**src/inc/dmg_regs.svh**
```systemverilog
// Constants of the discharge measurement gating block
// Notes on behaviour
// - Permit set when conversion accepted: discharge outputs unchanged for whole conversion unless a mute command turns them off.
// - Permit clear: output off while its own or adjacent cell converts.
// - Permit clear: forced-off beats enable bit; else active only if active before command.
// - Mute turns off all discharge outputs, enable bits kept unchanged.
// - Unmute outside a conversion restores the outputs given by the current enable bits, not a saved copy of those active before mute.
// - Permit clear: converting cell k forces off k-1, k, k+1 cyclic in six-group.
`ifndef DMG_REGS_SVH
`define DMG_REGS_SVH
`define DMG_NUM_CELLS 18
`define DMG_GROUP_SIZE 6
`define DMG_NUM_GROUPS 3
`define DMG_ADDR_CTRL 12'h000
`define DMG_ADDR_ENABLE 12'h004
`define DMG_ADDR_CMD 12'h008
`define DMG_ADDR_STATUS 12'h00c
`define DMG_ADDR_OUTPUT 12'h010
`define DMG_ADDR_PERIOD 12'h014
`define DMG_CTRL_PERMIT_BIT 0
`define DMG_CMD_CONV_BIT 0
`define DMG_CMD_CONV_FIRST_BIT 1
`define DMG_CMD_MUTE_BIT 2
`define DMG_CMD_UNMUTE_BIT 3
`define DMG_PERIOD_RESET 16'h0010
`endif

```
**src/inc/dmg_pkg.sv**
```systemverilog
// Types of the discharge measurement gating block
package dmg_pkg;
  typedef enum logic [1:0] {
    DMG_IDLE,
    DMG_MEAS,
    DMG_CAL
  } dmg_state_e;
endpackage : dmg_pkg

```
**src/verilog/dmg_sequencer.sv**
```systemverilog
// Conversion period sequencer: walks six measurement then six calibration slots, only slot 0 of each with first_only
`timescale 1ns/100ps
`default_nettype none
`include "dmg_regs.svh"
module dmg_sequencer
  import dmg_pkg::*;
(
  // Clock and reset
  input wire logic pclk,
  input wire logic presetn,
  // Control
  input wire logic start,
  input wire logic first_only,
  input wire logic [15:0] period,
  // Status
  output logic busy,
  output logic [2:0] slot,
  output logic done
);
  dmg_state_e state_q, state_d;
  logic [2:0] slot_q, slot_d;
  logic [15:0] cnt_q, cnt_d;
  logic first_q, first_d;
  logic done_q, done_d;

  always_comb begin
    state_d = state_q;
    slot_d = slot_q;
    cnt_d = cnt_q;
    first_d = first_q;
    done_d = 1'b0;
    case (state_q)
      DMG_IDLE: begin
        if (start) begin
          state_d = DMG_MEAS;
          slot_d = 3'h0;
          cnt_d = 16'h0000;
          first_d = first_only;
        end
      end
      DMG_MEAS, DMG_CAL: begin
        if (cnt_q + 16'h0001 >= period) begin
          cnt_d = 16'h0000;
          if (slot_q == 3'h5 || first_q) begin
            slot_d = 3'h0;
            if (state_q == DMG_MEAS) begin
              state_d = DMG_CAL;
            end else begin
              state_d = DMG_IDLE;
              done_d = 1'b1;
            end
          end else begin
            slot_d = slot_q + 3'h1;
          end
        end else begin
          cnt_d = cnt_q + 16'h0001;
        end
      end
      default: begin
        state_d = DMG_IDLE;
      end
    endcase
  end

  always_ff @(posedge pclk or negedge presetn) begin
    if (!presetn) begin
      state_q <= DMG_IDLE;
      slot_q <= 3'h0;
      cnt_q <= 16'h0000;
      first_q <= 1'b0;
      done_q <= 1'b0;
    end else begin
      state_q <= state_d;
      slot_q <= slot_d;
      cnt_q <= cnt_d;
      first_q <= first_d;
      done_q <= done_d;
    end
  end

  assign busy = (state_q != DMG_IDLE);
  assign slot = slot_q;
  assign done = done_q;
endmodule : dmg_sequencer
`default_nettype wire

```
**src/verilog/dmg_gating.sv**
```systemverilog
// Discharge output gating around cell conversions, with APB registers
//
// Our own choices: the placing of the registers and the APB register port.
`timescale 1ns/100ps
`default_nettype none
`include "dmg_regs.svh"
module dmg_gating
  import dmg_pkg::*;
(
  // Clock and reset
  input wire logic pclk,
  input wire logic presetn,
  // APB slave
  input wire logic psel,
  input wire logic penable,
  input wire logic pwrite,
  input wire logic [11:0] paddr,
  input wire logic [31:0] pwdata,
  output logic [31:0] prdata,
  output logic pready,
  output logic pslverr,
  // Discharge outputs and conversion busy flag
  output logic [`DMG_NUM_CELLS-1:0] discharge_out,
  output logic conv_busy
);
  logic permit_q, permit_d;
  logic [`DMG_NUM_CELLS-1:0] enable_q, enable_d;
  logic muted_q, muted_d;
  logic conv_permit_q, conv_permit_d;
  logic [`DMG_NUM_CELLS-1:0] pre_q, pre_d;
  logic [15:0] period_q, period_d;
  logic [31:0] prdata_q, prdata_d;
  logic pslverr_q, pslverr_d;
  logic pready_q, pready_d;
  logic [`DMG_NUM_CELLS-1:0] out_q, out_d;
  logic busy_q;
  logic [`DMG_GROUP_SIZE-1:0] force_off;
  logic wr, rd, start, first_only, seq_busy;
  logic [2:0] slot;

  // Forced-off mask within one six-cell group for converted cell k
  function automatic logic [5:0] adj_mask(input logic [2:0] k);
    logic [5:0] m;
    m = 6'h00;
    case (k)
      3'h0: m = 6'h23;
      3'h1: m = 6'h07;
      3'h2: m = 6'h0e;
      3'h3: m = 6'h1c;
      3'h4: m = 6'h38;
      3'h5: m = 6'h31;
      default: m = 6'h00;
    endcase
    return m;
  endfunction : adj_mask

  function automatic logic hit(input logic [11:0] a, input logic [11:0] b);
    return a == b;
  endfunction : hit

  assign wr = psel && penable && pwrite;
  assign rd = psel && !penable && !pwrite;
  assign start = wr && hit(paddr, `DMG_ADDR_CMD) && pwdata[`DMG_CMD_CONV_BIT] && !seq_busy;
  assign first_only = pwdata[`DMG_CMD_CONV_FIRST_BIT];

  dmg_sequencer u_seq (
    .pclk(pclk),
    .presetn(presetn),
    .start(start),
    .first_only(first_only),
    .period(period_q),
    .busy(seq_busy),
    .slot(slot),
    .done()
  );

  // Configuration registers
  always_comb begin
    permit_d = permit_q;
    enable_d = enable_q;
    period_d = period_q;
    if (wr && hit(paddr, `DMG_ADDR_CTRL)) begin
      permit_d = pwdata[`DMG_CTRL_PERMIT_BIT];
    end
    if (wr && hit(paddr, `DMG_ADDR_ENABLE)) begin
      enable_d = pwdata[`DMG_NUM_CELLS-1:0];
    end
    if (wr && hit(paddr, `DMG_ADDR_PERIOD)) begin
      period_d = (pwdata[15:0] == 16'h0000) ? 16'h0001 : pwdata[15:0];
    end
  end

  always_ff @(posedge pclk or negedge presetn) begin
    if (!presetn) begin
      permit_q <= 1'b0;
      enable_q <= '0;
      period_q <= `DMG_PERIOD_RESET;
    end else begin
      permit_q <= permit_d;
      enable_q <= enable_d;
      period_q <= period_d;
    end
  end

  // Permit and output state held from the accepted conversion command
  always_comb begin
    conv_permit_d = conv_permit_q;
    pre_d = pre_q;
    if (start) begin
      conv_permit_d = permit_q;
      pre_d = out_q;
    end
  end

  always_ff @(posedge pclk or negedge presetn) begin
    if (!presetn) begin
      conv_permit_q <= 1'b0;
      pre_q <= '0;
    end else begin
      conv_permit_q <= conv_permit_d;
      pre_q <= pre_d;
    end
  end

  // Mute state, kept across conversions; mute wins over unmute
  always_comb begin
    muted_d = muted_q;
    if (wr && hit(paddr, `DMG_ADDR_CMD)) begin
      if (pwdata[`DMG_CMD_MUTE_BIT]) begin
        muted_d = 1'b1;
      end else if (pwdata[`DMG_CMD_UNMUTE_BIT]) begin
        muted_d = 1'b0;
      end
    end
  end

  always_ff @(posedge pclk or negedge presetn) begin
    if (!presetn) begin
      muted_q <= 1'b0;
    end else begin
      muted_q <= muted_d;
    end
  end

  // Output gating per cell; unforced cells come back as they were before the command
  always_comb begin
    force_off = adj_mask(slot);
    out_d = enable_q;
    if (muted_q) begin
      out_d = '0;
    end else if (seq_busy && !conv_permit_q) begin
      for (int g = 0; g < `DMG_NUM_GROUPS; g++) begin
        for (int c = 0; c < `DMG_GROUP_SIZE; c++) begin
          if (force_off[c]) begin
            out_d[g*`DMG_GROUP_SIZE+c] = 1'b0;
          end else begin
            out_d[g*`DMG_GROUP_SIZE+c] = pre_q[g*`DMG_GROUP_SIZE+c] && enable_q[g*`DMG_GROUP_SIZE+c];
          end
        end
      end
    end else if (seq_busy && conv_permit_q) begin
      out_d = out_q;
    end
  end

  always_ff @(posedge pclk or negedge presetn) begin
    if (!presetn) begin
      out_q <= '0;
      busy_q <= 1'b0;
    end else begin
      out_q <= out_d;
      busy_q <= seq_busy;
    end
  end

  // APB read data and response; unmapped accesses answer zero with an error
  always_comb begin
    prdata_d = prdata_q;
    pslverr_d = 1'b0;
    pready_d = psel && !penable;
    if (psel && !penable) begin
      prdata_d = 32'h0000_0000;
      case (paddr)
        `DMG_ADDR_CTRL: prdata_d[0] = permit_q;
        `DMG_ADDR_ENABLE: prdata_d[`DMG_NUM_CELLS-1:0] = enable_q;
        `DMG_ADDR_CMD: prdata_d = 32'h0000_0000;
        `DMG_ADDR_STATUS: prdata_d[2:0] = {conv_permit_q, muted_q, seq_busy};
        `DMG_ADDR_OUTPUT: prdata_d[`DMG_NUM_CELLS-1:0] = out_q;
        `DMG_ADDR_PERIOD: prdata_d[15:0] = period_q;
        default: pslverr_d = 1'b1;
      endcase
      if (!rd && !pslverr_d) begin
        prdata_d = prdata_q;
      end
    end
  end

  always_ff @(posedge pclk or negedge presetn) begin
    if (!presetn) begin
      prdata_q <= 32'h0000_0000;
      pslverr_q <= 1'b0;
      pready_q <= 1'b0;
    end else begin
      prdata_q <= prdata_d;
      pslverr_q <= pslverr_d;
      pready_q <= pready_d;
    end
  end

  assign prdata = prdata_q;
  assign pready = pready_q;
  assign pslverr = pslverr_q;
  assign discharge_out = out_q;
  assign conv_busy = busy_q;
endmodule : dmg_gating
`default_nettype wire

```
**config.mk**
```make
export PLATFORM = sky130hd
export DESIGN_NAME = dmg_gating
export DESIGN_NICKNAME = d
export VERILOG_FILES = /design/src/inc/dmg_pkg.sv /design/src/verilog/dmg_sequencer.sv /design/src/verilog/dmg_gating.sv
export VERILOG_INCLUDE_DIRS = /design/src /design/src/inc
export SDC_FILE = /design/constraint.sdc
export NUM_CORES = 1
export LEC_CHECK = 0
export ABC_AREA = 1
export ABC_CLOCK_PERIOD_IN_PS = 3000
export BUFFER_PORTS_ARGS = -buffer_cell sky130_fd_sc_hd__buf_2
export CAP_MARGIN = 20
export CORE_ASPECT_RATIO = 1.25
export CORE_MARGIN = 2
export CORE_UTILIZATION = 51
export CTS_CLUSTER_DIAMETER = 80
export CTS_CLUSTER_SIZE = 24
export DETAILED_ROUTE_END_ITERATION = 8
export PLACE_DENSITY = 0.78
export REMOVE_ABC_BUFFERS = 1
export SLEW_MARGIN = 20
export SYNTH_ARGS = -nofsm -noshare
export SYNTH_HDL_FRONTEND = slang
export SYNTH_SLANG_ARGS = --single-unit
```
**constraint.sdc**
```tcl
create_clock -name pclk -period 3 [get_ports pclk]
set_clock_uncertainty 0.15 [all_clocks]
set_input_delay 0 -clock pclk [delete_from_list [all_inputs] [get_ports pclk]]
set_output_delay 0 -clock pclk [all_outputs]
set_load 0.005 [all_outputs]
```
Word-level counts from Yosys, hierarchy flattened
Index checks and enable logic that the tools add are counted.
Word-level totals
  register bits after elaboration: 116
  input port bits: 49
  output and inout bits: 53
  logic and storage cells: 132
Operators by class
  $add $sub $neg: 2
  $lt $le $gt $ge: 1
  eq/ne operators: 16
  multiplexer cells: 44
  bitwise operators: 1
  reductions and logical operators: 53
Operator list (number)
  18-bit 2-to-1 mux: 3
  16-bit 2-to-1 mux: 3
  13-bit case mux with 3 select lines: 1
  6-bit case mux with 6 select lines: 1
  16-bit case mux with 2 select lines: 1
  1-bit logical AND: 31
  12-bit by 4-bit == test with 1-bit output (second input constant): 2
  12-bit by 5-bit == test with 1-bit output (second input constant): 2
  1-bit 2-to-1 mux: 23
  16-bit by 1-bit adder with 16-bit output (second input constant): 1
  16-bit greater-or-equal comparator: 1
  16-bit zero test: 1
  12-bit by 3-bit == test with 1-bit output (second input constant): 1
  12-bit zero test: 1
  3-bit 2-to-1 mux: 3
  2-bit 2-to-1 mux: 4
  2-bit case mux with 2 select lines: 2
  2-bit case mux with 4 select lines: 1
  2-bit AND reduction: 4
  3-bit by 2-bit == test with 1-bit output (second input constant): 2
  3-bit == test (second input constant): 2
  1-bit zero test: 6
  3-bit case mux with 2 select lines: 1
  3-bit AND reduction: 2
  other kinds (15): 18

Logic depth before layout (Yosys ltp)
  word-level depth: 8
  mapped depth: 19

Modules after synthesis
Synthesis repeated with hierarchy kept, for this count alone.
Second synthesis, totals
  cell total of the unflattened synthesis: 799
  area, all modules: 6431.2 um2
By module, submodules not included
  dmg_gating: instances 1, cells an instance 550, area an instance 4591.9 um2
  dmg_sequencer: instances 1, cells an instance 249, area an instance 1839.3 um2

Least setup slack after synthesis
OpenSTA, ideal clock, no wires.
  path kind: reg2reg
  from: register u_seq.cnt_q[0]
  to: register u_seq.cnt_q[8]
  library setup time: 0.065 ns
  data arrival time: 2.316 ns
  data required time: 2.785 ns
  setup slack: 0.469 ns
  cell stages (with the launch flop): 19
  clock period less this slack: 2.531 ns
  cell sequence: dfrtp_1 ha_1 nand2_1 nor2_1 nand2_1 nor2_1 xnor2_1 inv_1 ha_1 nand2_1 inv_1 o21ai_1 nand2_1 nand2_1 nand2_1 a21oi_2 buf_2 nand3_1 nand2_1
Between the ends
  word-level cells in the longest chain between the ends: 4
Ends and longest elaborated chain
  start: declaration: line dmg_sequencer.sv:22  | logic [15:0] cnt_q, cnt_d;
  start signal: assignment: line dmg_sequencer.sv:75  | cnt_q <= cnt_d;
  16-bit by 1-bit adder with 16-bit output *: line dmg_sequencer.sv:42, dmg_sequencer.sv:56
  16-bit greater-or-equal comparator: line dmg_sequencer.sv:42  | if (cnt_q + 16'h0001 >= period) begin
  16-bit 2-to-1 mux *: line dmg_sequencer.sv:42
  16-bit case mux with 2 select lines *: line dmg_sequencer.sv:32  | case (state_q)
Mark *: on every way between the ends. The rest lies on a longest branch, timed or not.
A chain may end at the register's enable or synchronous reset.

Worst setup path in the final report
  from: register u_seq.cnt_q[0]
  to: register u_seq.cnt_q[9]
The elaborated chain is that of the path after synthesis.

==> metrics.txt <==
result of the run finished clean; sequential fraction of design power 0.376; number of clock sinks 116; post-layout total power 4.47 mW; total vias in the final route 5558; syn avg cell area 8.02 µm²; required time at the endpoint of the critical path roughly 3200 ps; H-tree Lvls 4; post-detailed-placement half-perimeter wirelength about 11 mm; global route overflow 0; Top-Level Pins about 100; CTS tree built; switching share of total power 0.307; worst-margin pin slew 779 ps; pwr dens 587 nW/µm²; area of the multi-input gates 2870 µm²; initial antenna violation count 0; biggest fanout along the worst timing path 16; Final min period 2720 ps; worst setup path start u_seq.cnt_q[0]; register cell area after layout 2900 µm²; number of instances in the synthesized netlist 799; maximum number of pins on one net before global-route repair 61; number of DRC markers in iteration 0 460; Antenna Cells 0; Tot GR Track Use 0.240; buffer cell driving the clock tree root sky130_fd_sc_hd__clkbuf_16; insertion delay of the later-clocked pin in the worst-skew pair 420 ps; Area Overhead vs Synth 19.0%; post-detailed-route via-to-cell ratio around 5.2; wire length of the first global-routing pass 25.6 mm; register-to-register setup slack 280 ps; Worst R2R Path Depth 18; number of nets with antenna violations after detailed routing 0; first drt pass iteration count 5; period utilisation layout 0.908; unrepaired setup endpoints after global routing no; initial standard-cell utilization of the core 0.524; count of unresolved DRC violations after routing 0; row cnt 45; worst hold-check path type in2reg; routed wire length per instance 14.6 µm; final setup violation count 0; switching power ~1.4 mW; end point of the critical path u_seq.cnt_q[9]; Setup crit start kind flop; total count of max-transition violations in the final report 0; Final Hold Slack approximately 8.7 ps; sequential share of the synthesized area 0.453; share of cells above drive strength 1 0.173; number of nets in the layout 972; overall routed net length 15.7 mm; TritonCTS Buffers 17; classification of the worst setup path reg2reg; vias in the first global route between 5000 and 6000; Setup WS pre-CTS 201 ps; count of input and output buffers 73; total standard cell area after synthesis approximately 6400 µm²; cell leakage power 4.02 nW; Cell Int Power 3.10 mW; launch point of the worst reg-to-reg path u_seq.cnt_q[0]; Max Freq 367 MHz; DIE WIDTH 104 µm; data arrival time of the critical path 2930 ps; maximum number of buffers from clock root to sink 2; Die Span Y 129 µm; post-detailed-placement cell area 6830 µm²; floorplan die area between 10000 and 15000 µm²; number of setup buffers added after CTS 0; Warnings, synthesis 0; share of total power in the clock network 0.411; count of maximum capacitance violations 0; combinational share of power 0.213; critical path endpoint category flop; clock slew at reported path FFs around 50 ps; number of library cell types mapped by synthesis 36; Final TNS setup 0 ps; final instance area 7620 µm²; routability-driven placement congestion ratio 0.854; Synth Register Bits 116; Hold Fails Final Rpt 0; worst reg2reg endpoint u_seq.cnt_q[9]; Placeable Area 12200 µm²; Filler cells 1050; post-route worst setup slack 277 ps; normalized max-slew margin 0.479; peak ir drop on the vdd network 0.320 mV
-- critical path, cell delays in order, from the launching register on --
cell and delay (ps):
sky130_fd_sc_hd__dfrtp_1 400, sky130_fd_sc_hd__ha_1 200, sky130_fd_sc_hd__nand2_1 100, sky130_fd_sc_hd__nor2_2 170, sky130_fd_sc_hd__nand2_1 110, sky130_fd_sc_hd__nor2_1 120, sky130_fd_sc_hd__xnor2_1 130, sky130_fd_sc_hd__inv_1 80
sky130_fd_sc_hd__ha_1 270, sky130_fd_sc_hd__nand2_1 70, sky130_fd_sc_hd__inv_1 50, sky130_fd_sc_hd__o21ai_1 90, sky130_fd_sc_hd__nand2_1 70, sky130_fd_sc_hd__nand2_1 50, sky130_fd_sc_hd__nand2_1 80, sky130_fd_sc_hd__a21oi_2 110
sky130_fd_sc_hd__buf_4 220, sky130_fd_sc_hd__nand3_1 110, sky130_fd_sc_hd__nand2_1 80
-- synthesized netlist by cell type (all sizes together) --
cell type | instances | area [µm²]
nor2 | 43 | 236
clkbuf | 3 | 11.3
o21ai | 70 | 350
dfstp | 1 | 26.3
nand3b | 4 | 30.0
o22ai | 15 | 93.8
o21bai | 1 | 7.51
a21oi | 11 | 58.8
nand2 | 238 | 928
ha | 24 | 300
xor2 | 10 | 87.6
conb | 1 | 3.75
buf | 35 | 264
inv | 111 | 417
dfrtp | 115 | 2880
o211ai | 13 | 103
xnor2 | 2 | 17.5
nor4 | 2 | 12.5
nor3 | 1 | 5.00
clkinv | 1 | 3.75
nand4 | 7 | 43.8
nand3 | 91 | 528
-- kinds of logic (layout without fill, tap and decap cells) --
group / after synthesis / after routing / share of synthesized area
AO/OA/AOI/OAI: 110 / 110 / 0.0957
adder cells (fa/ha/maj): 24 / 24 / 0.0469
AND/OR/NAND/NOR: 386 / 386 / 0.279
XOR/XNOR: 12 / 12 / 0.0164
other: 1 / 14 / 0.000585
flip-flops: 116 / 116 / 0.453
buffers and inverters: 150 / 247 / 0.109
-- layout make-up --
type,count,area share
flip-flops and latches,116,0.381
multi-input cells,546,0.376
repair buffers,106,0.0906
clock buffers,23,0.0627
inverters,112,0.0551
well taps,164,0.0269
clock inverters,6,0.00722
-- how the worst min path moves through the flow --
stage,startpoint,end,cells past startpoint
5_1_grt,pwrite,period_q[10],6
2_1_floorplan,presetn,conv_busy,0
3_3_place_gp,presetn,discharge_out[17],1
4_1_cts,paddr[6],period_q[10],6
6_report,paddr[4],period_q[10],5
3_5_place_dp,presetn,discharge_out[17],1
-- flip-flops by register name, indices dropped and copies added (netlist names) --
register and count:
pready 1, enable_q 18, u_seq.first_q 1, conv_busy 1, discharge_out 18, u_seq.slot 3, u_seq.state_q 2, period_q 16
muted_q 1, pslverr 1, pre_q 18, prdata 18, conv_permit_q 1, u_seq.cnt_q 16, permit_q 1
-- metrics by stage --
step	util	cells
after floorplan	-	774
after global placement	0.559	1019
after detailed placement	0.559	1019
after CTS	0.623	1073
after global routing	0.624	1073
final	0.624	1073
-- power groups by stage --
stage | clock [mW] | combinational [mW] | sequential, mW
2_1_floorplan | 0 | 0.557 | 1.70
3_3_place_gp | 0 | 0.909 | 1.70
3_5_place_dp | 0 | 0.911 | 1.70
4_1_cts | 1.85 | 0.947 | 1.68
5_1_grt | 1.92 | 1.06 | 1.69
6_report | 1.84 | 0.954 | 1.68
-- layer usage --
layer / track usage / vias up / wire [µm]
met2: 0.418 / 165 / 7870
met4: 0.101 / 0 / 376
met3: 0.0423 / 26 / 801
met1: 0.299 / 2624 / 6620
li1: - / 2743 / -
met5: 0 / - / 0
-- cell usage in the layout (no fill, tap or decap), drive strengths merged --
cell type,n
a21oi,11
buf,81
bufinv,1
clkbuf,23
clkinv,6
conb,14
dfrtp,115
dfstp,1
dlygate4sd3,25
ha,24
inv,111
nand2,238
nand3,91
nand3b,4
nand4,7
nor2,43
nor3,1
nor4,2
o211ai,13
o21ai,70
o21bai,1
o22ai,15
xnor2,2
xor2,10
-- timing repair --
action / in CTS / in global routing
gates resized for setup: 0 / 4
hold buffers: 25 / 0
setup endpoints to repair: 0 / 21
endpoints found under the hold margin: 97 / 0
Power figures use the tool's default switching activity.
